## src/hdl/pcb_pkg.sv

```systemverilog
// package of register map, field positions and reset values for the pll control block
package pcb_pkg;

  // byte addresses on the register bus
  localparam logic [3:0] CTRL_OFFSET = 4'h0;
  localparam logic [3:0] BW_OFFSET   = 4'h4;

  // control register field positions
  localparam int CTRL_IE_BIT    = 7;
  localparam int CTRL_FLAG_BIT  = 6;
  localparam int CTRL_ON_BIT    = 5;
  localparam int CTRL_SEL_BIT   = 4;
  localparam int CTRL_PRE_LO    = 2;
  localparam int CTRL_RANGE_LO  = 0;

  // bandwidth register field positions
  localparam int BW_AUTO_BIT    = 7;
  localparam int BW_LOCK_BIT    = 6;
  localparam int BW_ACQ_BIT     = 5;

  // reset values
  localparam logic       ON_RESET    = 1'b1;
  localparam logic       SEL_RESET   = 1'b0;
  localparam logic [1:0] PRE_RESET   = 2'h0;
  localparam logic [1:0] RANGE_RESET = 2'h0;

  // edges of each source to wait through while switching
  localparam logic [1:0] SWITCH_EDGES = 2'h3;

  typedef enum logic {PCB_RUN, PCB_HOLD} pcb_switch_t;

endpackage

```

## src/hdl/pcb_clock_switch.sv

```systemverilog
// transition control and divide-by-two for the base clock
`timescale 1ns/10ps
module pcb_clock_switch (
  // clock and reset
  input  wire logic clk,
  input  wire logic rst,
  // source clock levels, sampled as data, and whether the vco is running
  input  wire logic oscClock,
  input  wire logic dividedVcoClock,
  input  wire logic vcoRunning,
  // selection and output
  input  wire logic select,
  output logic      baseClockOut,
  output logic      switching
);

  logic                 oscPrev;
  logic                 vcoPrev;
  logic                 curSel;
  logic [1:0]           oscCount;
  logic [1:0]           vcoCount;
  pcb_pkg::pcb_switch_t state;

  // rising edges of each source, seen in the first cycle the source reads high
  wire oscEdge = oscClock & ~oscPrev;
  wire vcoEdge = dividedVcoClock & ~vcoPrev;
  wire selEdge = curSel ? vcoEdge : oscEdge;
  // a stopped vco is not waited on, else the switch would never finish
  wire oscDone = (oscCount == pcb_pkg::SWITCH_EDGES);
  wire vcoDone = (vcoCount == pcb_pkg::SWITCH_EDGES) | ~vcoRunning;

  // edge history
  always_ff @(posedge clk or posedge rst) begin
    if (rst) begin
      oscPrev <= 1'b0;
      vcoPrev <= 1'b0;
    end else begin
      oscPrev <= oscClock;
      vcoPrev <= dividedVcoClock;
    end
  end

  // switch state: run on current source or hold static while draining
  always_ff @(posedge clk or posedge rst) begin
    if (rst) begin
      state    <= pcb_pkg::PCB_RUN;
      curSel   <= pcb_pkg::SEL_RESET;
      oscCount <= 2'h0;
      vcoCount <= 2'h0;
    end else begin
      unique case (state)
        pcb_pkg::PCB_RUN: begin
          oscCount <= 2'h0;
          vcoCount <= 2'h0;
          if (select != curSel) begin
            state <= pcb_pkg::PCB_HOLD;
          end
        end
        pcb_pkg::PCB_HOLD: begin
          if (oscEdge && !oscDone) begin
            oscCount <= oscCount + 2'h1;
          end
          if (vcoEdge && !vcoDone) begin
            vcoCount <= vcoCount + 2'h1;
          end
          if (oscDone && vcoDone) begin
            curSel <= select;
            state  <= pcb_pkg::PCB_RUN;
          end
        end
      endcase
    end
  end

  // output toggles on each selected source edge, frozen while holding
  always_ff @(posedge clk or posedge rst) begin
    if (rst) begin
      baseClockOut <= 1'b0;
      switching    <= 1'b0;
    end else begin
      switching <= (state == pcb_pkg::PCB_HOLD);
      if (state == pcb_pkg::PCB_RUN && selEdge) begin
        baseClockOut <= ~baseClockOut;
      end
    end
  end

endmodule

```

## src/hdl/pcb_pll_control.sv

```systemverilog
// pll control and bandwidth registers with clock-select interlocks
`timescale 1ns/10ps
module pcb_pll_control (
  // clock and reset
  input  wire logic       clk,
  input  wire logic       rst,
  // wishbone slave
  input  wire logic       cyc_i,
  input  wire logic       stb_i,
  input  wire logic       we_i,
  input  wire logic [3:0] adr_i,
  input  wire logic [3:0] sel_i,
  input  wire logic [31:0] dat_i,
  output logic [31:0]     dat_o,
  output logic            ack_o,
  // analog pll status and linear range register value
  input  wire logic       pllLocked,
  input  wire logic       pllTracking,
  input  wire logic [7:0] linearRange,
  // source clock levels
  input  wire logic       oscClock,
  input  wire logic       dividedVcoClock,
  // pll controls
  output logic            pllEnable,
  output logic            vcoClockEnable,
  output logic            autoBandwidth,
  output logic            acquisitionNot,
  output logic [1:0]      prescaleSel,
  output logic [1:0]      vcoPow2Range,
  // system side
  output logic            baseClockOut,
  output logic            baseSwitching,
  output logic            cpuIrq
);

  // stored control state
  logic       lockIrqEnable;
  logic       lockChangeFlag;
  logic       pllPowerOn;
  logic       baseClockSelect;
  logic [1:0] prescale;
  logic [1:0] vcoRange;
  logic       autoMode;
  logic       lockBit;
  logic       manualAcq;
  logic       readPending;

  // bus decode
  wire busReq    = cyc_i & stb_i & ~ack_o;
  wire hitCtrl   = (adr_i == pcb_pkg::CTRL_OFFSET);
  wire hitBw     = (adr_i == pcb_pkg::BW_OFFSET);
  wire laneOk    = sel_i[0];
  wire wrCtrl    = busReq & we_i & hitCtrl & laneOk;
  wire wrBw      = busReq & we_i & hitBw & laneOk;
  // the read happens at the edge that gives ack
  wire rdCtrl    = busReq & ~we_i & hitCtrl;
  wire [7:0] wd  = dat_i[7:0];

  // linear range zero forbids the vco as base clock source
  wire rangeZero = (linearRange == 8'h00);

  // requested field values from a control or bandwidth write
  wire wIe       = wd[pcb_pkg::CTRL_IE_BIT];
  wire wOn       = wd[pcb_pkg::CTRL_ON_BIT];
  wire wSel      = wd[pcb_pkg::CTRL_SEL_BIT];
  wire [1:0] wPre   = wd[pcb_pkg::CTRL_PRE_LO +: 2];
  wire [1:0] wRange = wd[pcb_pkg::CTRL_RANGE_LO +: 2];
  wire wAuto     = wd[pcb_pkg::BW_AUTO_BIT];
  wire wAcq      = wd[pcb_pkg::BW_ACQ_BIT];

  // interlocks use the values held before the write, so one write can
  // clear power-on and set select together
  wire next_pllPowerOn = (wrCtrl && !(baseClockSelect && !wOn)) ? wOn
                       : pllPowerOn;
  wire selAllowed      = pllPowerOn & ~rangeZero;
  wire next_baseClockSelect = rangeZero ? 1'b0
                            : (wrCtrl && (!wSel || selAllowed)) ? wSel
                            : baseClockSelect;

  // lock bit follows the detector only in automatic mode
  wire next_lockBit = autoMode & pllLocked;
  wire lockToggle   = next_lockBit ^ lockBit;

  // value shown on the acquisition-not bit and driven to the pll
  wire acqView = autoMode ? pllTracking : manualAcq;

  // read views, gated by mode; unused bits read as zero
  wire [7:0] ctrlView = {lockIrqEnable & autoMode,
                         lockChangeFlag & autoMode,
                         pllPowerOn,
                         baseClockSelect,
                         prescale,
                         vcoRange};
  wire [7:0] bwView   = {autoMode,
                         lockBit,
                         acqView,
                         5'h00};
  wire [7:0] readSel  = hitCtrl ? ctrlView
                      : hitBw   ? bwView
                      : 8'h00;

  // bus answer: ack one cycle after the request, data with it
  always_ff @(posedge clk or posedge rst) begin
    if (rst) begin
      ack_o <= 1'b0;
      dat_o <= 32'h0000_0000;
    end else begin
      ack_o <= busReq;
      dat_o <= busReq ? {24'h00_0000, readSel} : 32'h0000_0000;
    end
  end

  // read of control register marks the flag for clearing at ack
  always_ff @(posedge clk or posedge rst) begin
    if (rst) begin
      readPending <= 1'b0;
    end else begin
      readPending <= rdCtrl;
    end
  end

  // power-on and base select with their interlocks
  always_ff @(posedge clk or posedge rst) begin
    if (rst) begin
      pllPowerOn      <= pcb_pkg::ON_RESET;
      baseClockSelect <= pcb_pkg::SEL_RESET;
    end else begin
      pllPowerOn      <= next_pllPowerOn;
      baseClockSelect <= next_baseClockSelect;
    end
  end

  // prescaler and range fields, frozen while the pll runs
  always_ff @(posedge clk or posedge rst) begin
    if (rst) begin
      prescale <= pcb_pkg::PRE_RESET;
      vcoRange <= pcb_pkg::RANGE_RESET;
    end else if (wrCtrl && !pllPowerOn) begin
      prescale <= wPre;
      vcoRange <= wRange;
    end
  end

  // interrupt enable, writable only in automatic mode
  always_ff @(posedge clk or posedge rst) begin
    if (rst) begin
      lockIrqEnable <= 1'b0;
    end else if (wrCtrl && autoMode) begin
      lockIrqEnable <= wIe;
    end
  end

  // lock change flag: a toggle in the same cycle as a clear wins
  always_ff @(posedge clk or posedge rst) begin
    if (rst) begin
      lockChangeFlag <= 1'b0;
    end else if (lockToggle) begin
      lockChangeFlag <= 1'b1;
    end else if (readPending) begin
      lockChangeFlag <= 1'b0;
    end
  end

  // bandwidth mode and lock status
  always_ff @(posedge clk or posedge rst) begin
    if (rst) begin
      autoMode <= 1'b0;
      lockBit  <= 1'b0;
    end else begin
      lockBit <= next_lockBit;
      if (wrBw) begin
        autoMode <= wAuto;
      end
    end
  end

  // manual acquisition-not store, untouched while automatic
  always_ff @(posedge clk or posedge rst) begin
    if (rst) begin
      manualAcq <= 1'b0;
    end else if (wrBw && !autoMode) begin
      manualAcq <= wAcq;
    end
  end

  // registered outputs to the analog pll and the cpu
  always_ff @(posedge clk or posedge rst) begin
    if (rst) begin
      pllEnable      <= 1'b0;
      vcoClockEnable <= 1'b0;
      autoBandwidth  <= 1'b0;
      acquisitionNot <= 1'b0;
      prescaleSel    <= pcb_pkg::PRE_RESET;
      vcoPow2Range   <= pcb_pkg::RANGE_RESET;
      cpuIrq         <= 1'b0;
    end else begin
      pllEnable      <= pllPowerOn & ~rangeZero;
      vcoClockEnable <= pllPowerOn & ~rangeZero;
      autoBandwidth  <= autoMode;
      acquisitionNot <= acqView;
      prescaleSel    <= prescale;
      vcoPow2Range   <= vcoRange;
      cpuIrq         <= lockChangeFlag & lockIrqEnable & autoMode;
    end
  end

  // base clock transition control and divide-by-two
  pcb_clock_switch uSwitch (
    .clk             (clk),
    .rst             (rst),
    .oscClock        (oscClock),
    .dividedVcoClock (dividedVcoClock),
    .vcoRunning      (pllEnable),
    .select          (baseClockSelect),
    .baseClockOut    (baseClockOut),
    .switching       (baseSwitching)
  );

endmodule

```

## config.mk

```make
export PLATFORM = sky130hd
export DESIGN_NAME = pcb_pll_control
export DESIGN_NICKNAME = d
export VERILOG_FILES = /design/src/hdl/pcb_pkg.sv /design/src/hdl/pcb_clock_switch.sv /design/src/hdl/pcb_pll_control.sv
export SDC_FILE = /design/constraint.sdc
export NUM_CORES = 1
export LEC_CHECK = 0
export BUFFER_PORTS_ARGS = -buffer_cell sky130_fd_sc_hd__buf_2
export CORE_MARGIN = 2
export CORE_UTILIZATION = 46
export DETAILED_ROUTE_END_ITERATION = 8
export PLACE_DENSITY = 0.81
export SYNTH_ARGS = -nofsm -noshare
export SYNTH_HDL_FRONTEND = slang
export SYNTH_SLANG_ARGS = --single-unit
```

## constraint.sdc

```tcl
create_clock -name clk -period 3.4 [get_ports clk]
set_clock_uncertainty 0.2 [all_clocks]
set_input_delay 0.17 -clock clk [delete_from_list [all_inputs] [get_ports clk]]
set_output_delay 0.17 -clock clk [all_outputs]
set_load 0.05 [all_outputs]
```

==> impl_metrics.yaml <==
global_route:
  grt_pass1_wl_mm: 5.13
  gr-usage-met2_pct: 29.1
  antenna_found_initial: 0
  use_met3_pct: 5.21
  grt_util_all_layers_pct: 16.7
  grt_remaining_overflow: 0
  grt_start_max_net_pins: 27
  first_global_vias: 1125
  grtUsageMet1_pct: 19.7
  busiest_layer: "met2"
worst_hold_path:
  whs_path_depth: 4
  worstHoldEndpoint: "vcoClockEnable"
  hold_class: "in -> reg"
  min_from: "linearRange[6]"
pwr:
  internal-power_mw: 0.688
  power_frac_comb_pct: 20.4
  p_sw_mw: 0.322
  power.share.switching_pct: 31.9
  ir_worst_vdd_v: 0.000255
  powerDensity_nw_per_um2: 474
  power_frac_clock_pct: 29.0
  p_leak_nw: 1.14
  power_frac_seq_pct: 50.6
  fin_total_pwr_mw: 1.01
cts:
  clk_pin_slew_worst_paths_ns: 0.08
  cts.path.max_buffers: 2
  cts_buffers: 5
  cts_setup_buffers: 0
  cts_tree: "done"
  cts_sinks: 39
  htree_levels: 2
  clockRootBuffer: "clkbuf_8"
  clkLatencyLatePin_ns: 0.28
floorplan:
  rows: 22
  start_util_pct: 47.5
  ios: 101
  die_area_um2: 4230
  core_um2: 3610
  die_h_um: 65
  die_w_um: 65
worst_setup_path:
  reg2regPathDepth: 3
  r2r-start: "ack_o"
  slowest_stage: "or4_1"
  crit_arrival_ns: 2.29
  required_ns: 3.37
  r2r_end: "baseClockSelect"
  critical_path_class: "in -> reg"
  slowest_delay_ns: 0.68
  end_kind: "flip-flop"
  crit_path_max_fanout: 7
  startpoint_type: "input port"
  r2r_slack_ns: 1.39
  path_cells: "dlygate4sd3_1 -> buf_2 -> or4_1 -> nor4_4 -> mux2_2"
detailed_routing:
  vias_per_cell: 4.55
  drt_iter0_markers: 28
  drc: 0
  drt_pass1_iterations: 4
  totalWireLength_mm: 3.18
  detail-route-antenna-nets: 0
  num_vias: 1161
  wire_per_inst_um: 12.5
placement:
  portBuffers: 48
  place_congestion: 0.746
  post-place-cells: 233
  place_area_um2: 1910
  place_hpwl_mm: 2.28
  place_ws_ns: 1.32
synthesis:
  yosys_warnings: 0
  synthCells: 140
  synth_area_um2: 1710
  ys_async_sr_fraction_pct: 100
  synth-main-ff-cell: "dfrtp_1"
  syn_avg_cell_area_um2: 12.2
  synthDistinctLibCells: 34
  yosysSeqAreaShare_pct: 57.1
  synth_edf_count: 0
  synth_seq_cells: 39
final_layout:
  multi_input_area_um2: 609
  finalInstanceArea_um2: 2130
  n_antenna_cell: 0
  regArea_um2: 977
  drive_gt1_share_pct: 33.3
  final_nets: 265
  layoutNonFillerInstCount: 255
  utilization_pct: 59.1
  syn2layout_area_growth_pct: 24.5
  fillers: 315
timing:
  finalWorstSetupSlack_ns: 1.07
  finalMaxSlewViolations: 0
  fin_tns_setup_ns: 0
  whs_ns: 0.0449
  worst_slew_pin_slew_ns: 0.958
  rsz0062_at_grt: "no"
  clock.fmax_mhz: 430
  relSlewSlack_pct: 36.1
  finalCriticalPeriod_ns: 2.33
  setup_viol: 0
  final_hold_viol_count: 0
  fin_crit_sh_pct: 68.5
run_status:
  status: "finished, final reports clean"
job:
  drv_cap: 0
sequential cells by signal (all words and copies together) (netlist names), 2 cells and up:
signal	flops
dat_o	8
prescaleSel	2
prescale	2
uSwitch.oscCount	2
uSwitch.vcoCount	2
vcoPow2Range	2
vcoRange	2
worst max-delay path by stage:
stage / startpoint / end / cells after the start
5_1_grt: adr_i[2] / prescale[1] / 5
6_report: adr_i[2] / prescale[1] / 5
3_3_place_gp: adr_i[2] / prescale[1] / 4
3_5_place_dp: adr_i[2] / prescale[1] / 4
4_1_cts: adr_i[2] / prescale[1] / 5
2_1_floorplan: ack_o / prescale[0] / 4
cell usage after synthesis, types with 3 or more instances:
master / n / share of area [%]
mux2_2: 9 / 5.9
nand2_1: 3 / 0.66
nand3b_1: 4 / 1.8
mux2i_1: 3 / 1.8
buf_4: 25 / 11
nor4_1: 3 / 1.1
nor2_1: 3 / 0.66
nor3_1: 4 / 1.2
inv_1: 4 / 0.88
dfrtp_1: 38 / 56
xor2_1: 4 / 2.0
o21ai_0: 3 / 0.88
nand3_1: 4 / 1.2
and2_1: 9 / 3.3
power by group through the flow:
| stage | sequential [mW] | clock [mW] | combinational (mW) |
|---|---|---|---|
| after CTS | 0.512 | 0.300 | 0.207 |
| after floorplan | 0.570 | 0 | 0.121 |
| after detailed placement | 0.521 | 0 | 0.194 |
| after global routing | 0.515 | 0.325 | 0.219 |
| after global placement | 0.519 | 0 | 0.192 |
| final | 0.512 | 0.293 | 0.206 |
layer usage:
layer	vias up	share of wire, %
met2	42	55
li1	557	-
met5	-	0
met1	560	40
met4	0	0.66
met3	2	4.8
what timing repair did:
action,4_1_cts,5_1_grt
endpoints found under the hold margin,40,0
setup endpoints to repair,0,0
gates resized for setup,0,0
hold buffers,14,0
critical path, delay by kind of cell:
| kind | cells | cell delay, ns |
|---|---|---|
| and+or+nand+nor | 2 | 1.05 |
| buffers and inverters | 2 | 0.69 |
| muxes | 1 | 0.39 |
kinds of logic after synthesis:
| logic type | Yosys count | share of synthesized area, % |
|---|---|---|
| compound gates | 8 | 3.00 |
| xor+xnor | 5 | 2.56 |
| fa+ha+maj | 2 | 1.46 |
| buf+inv | 31 | 12.4 |
| flops | 39 | 57.1 |
| mux | 12 | 7.68 |
| other cells | 1 | 0.219 |
| simple gates | 42 | 15.6 |
final cells by class:
cell class,instances,area share [%]
Sequential cell,39,45.9
Multi-Input combinational cell,93,28.6
Timing Repair Buffer,63,18.2
Clock inverter,1,0.235
Clock buffer,7,3.58
Tap cell,48,2.82
Inverter,4,0.705
layout by cell type, fill, tap and decap left out:
cell type      synthesis  routed
buf_2                  1      48
a21oi_1                2       2
and3_1                 1       1
nand2b_1               1       1
nand3_1                4       4
o221a_2                1       1
nor2_1                 3       3
or4_1                  2       2
clkbuf_8               0       5
or3_1                  1       1
dfrtp_1               38      38
ha_1                   2       2
nor2b_1                2       2
o21a_1                 1       1
inv_1                  4       4
dfstp_2                1       1
or2_2                  1       1
nand3b_1               4       4
buf_4                 25       1
mux2_2                 9       9
conb_1                 1      24
nor3b_1                1       1
mux2i_1                3       3
clkbuf_1               1       2
nand2_1                3       3
nor3_1                 4       4
nor4bb_1               1       1
nor4_4                 1       1
xnor2_1                1       1
xor2_1                 4       4
dlygate4sd3_1          0      14
o21ai_0                3       3
clkinv_2               0       1
o31ai_1                1       1
and2_1                 9       9
nor4_1                 3       3
or3b_2                 1       1
Power figures use the tool's default switching activity.
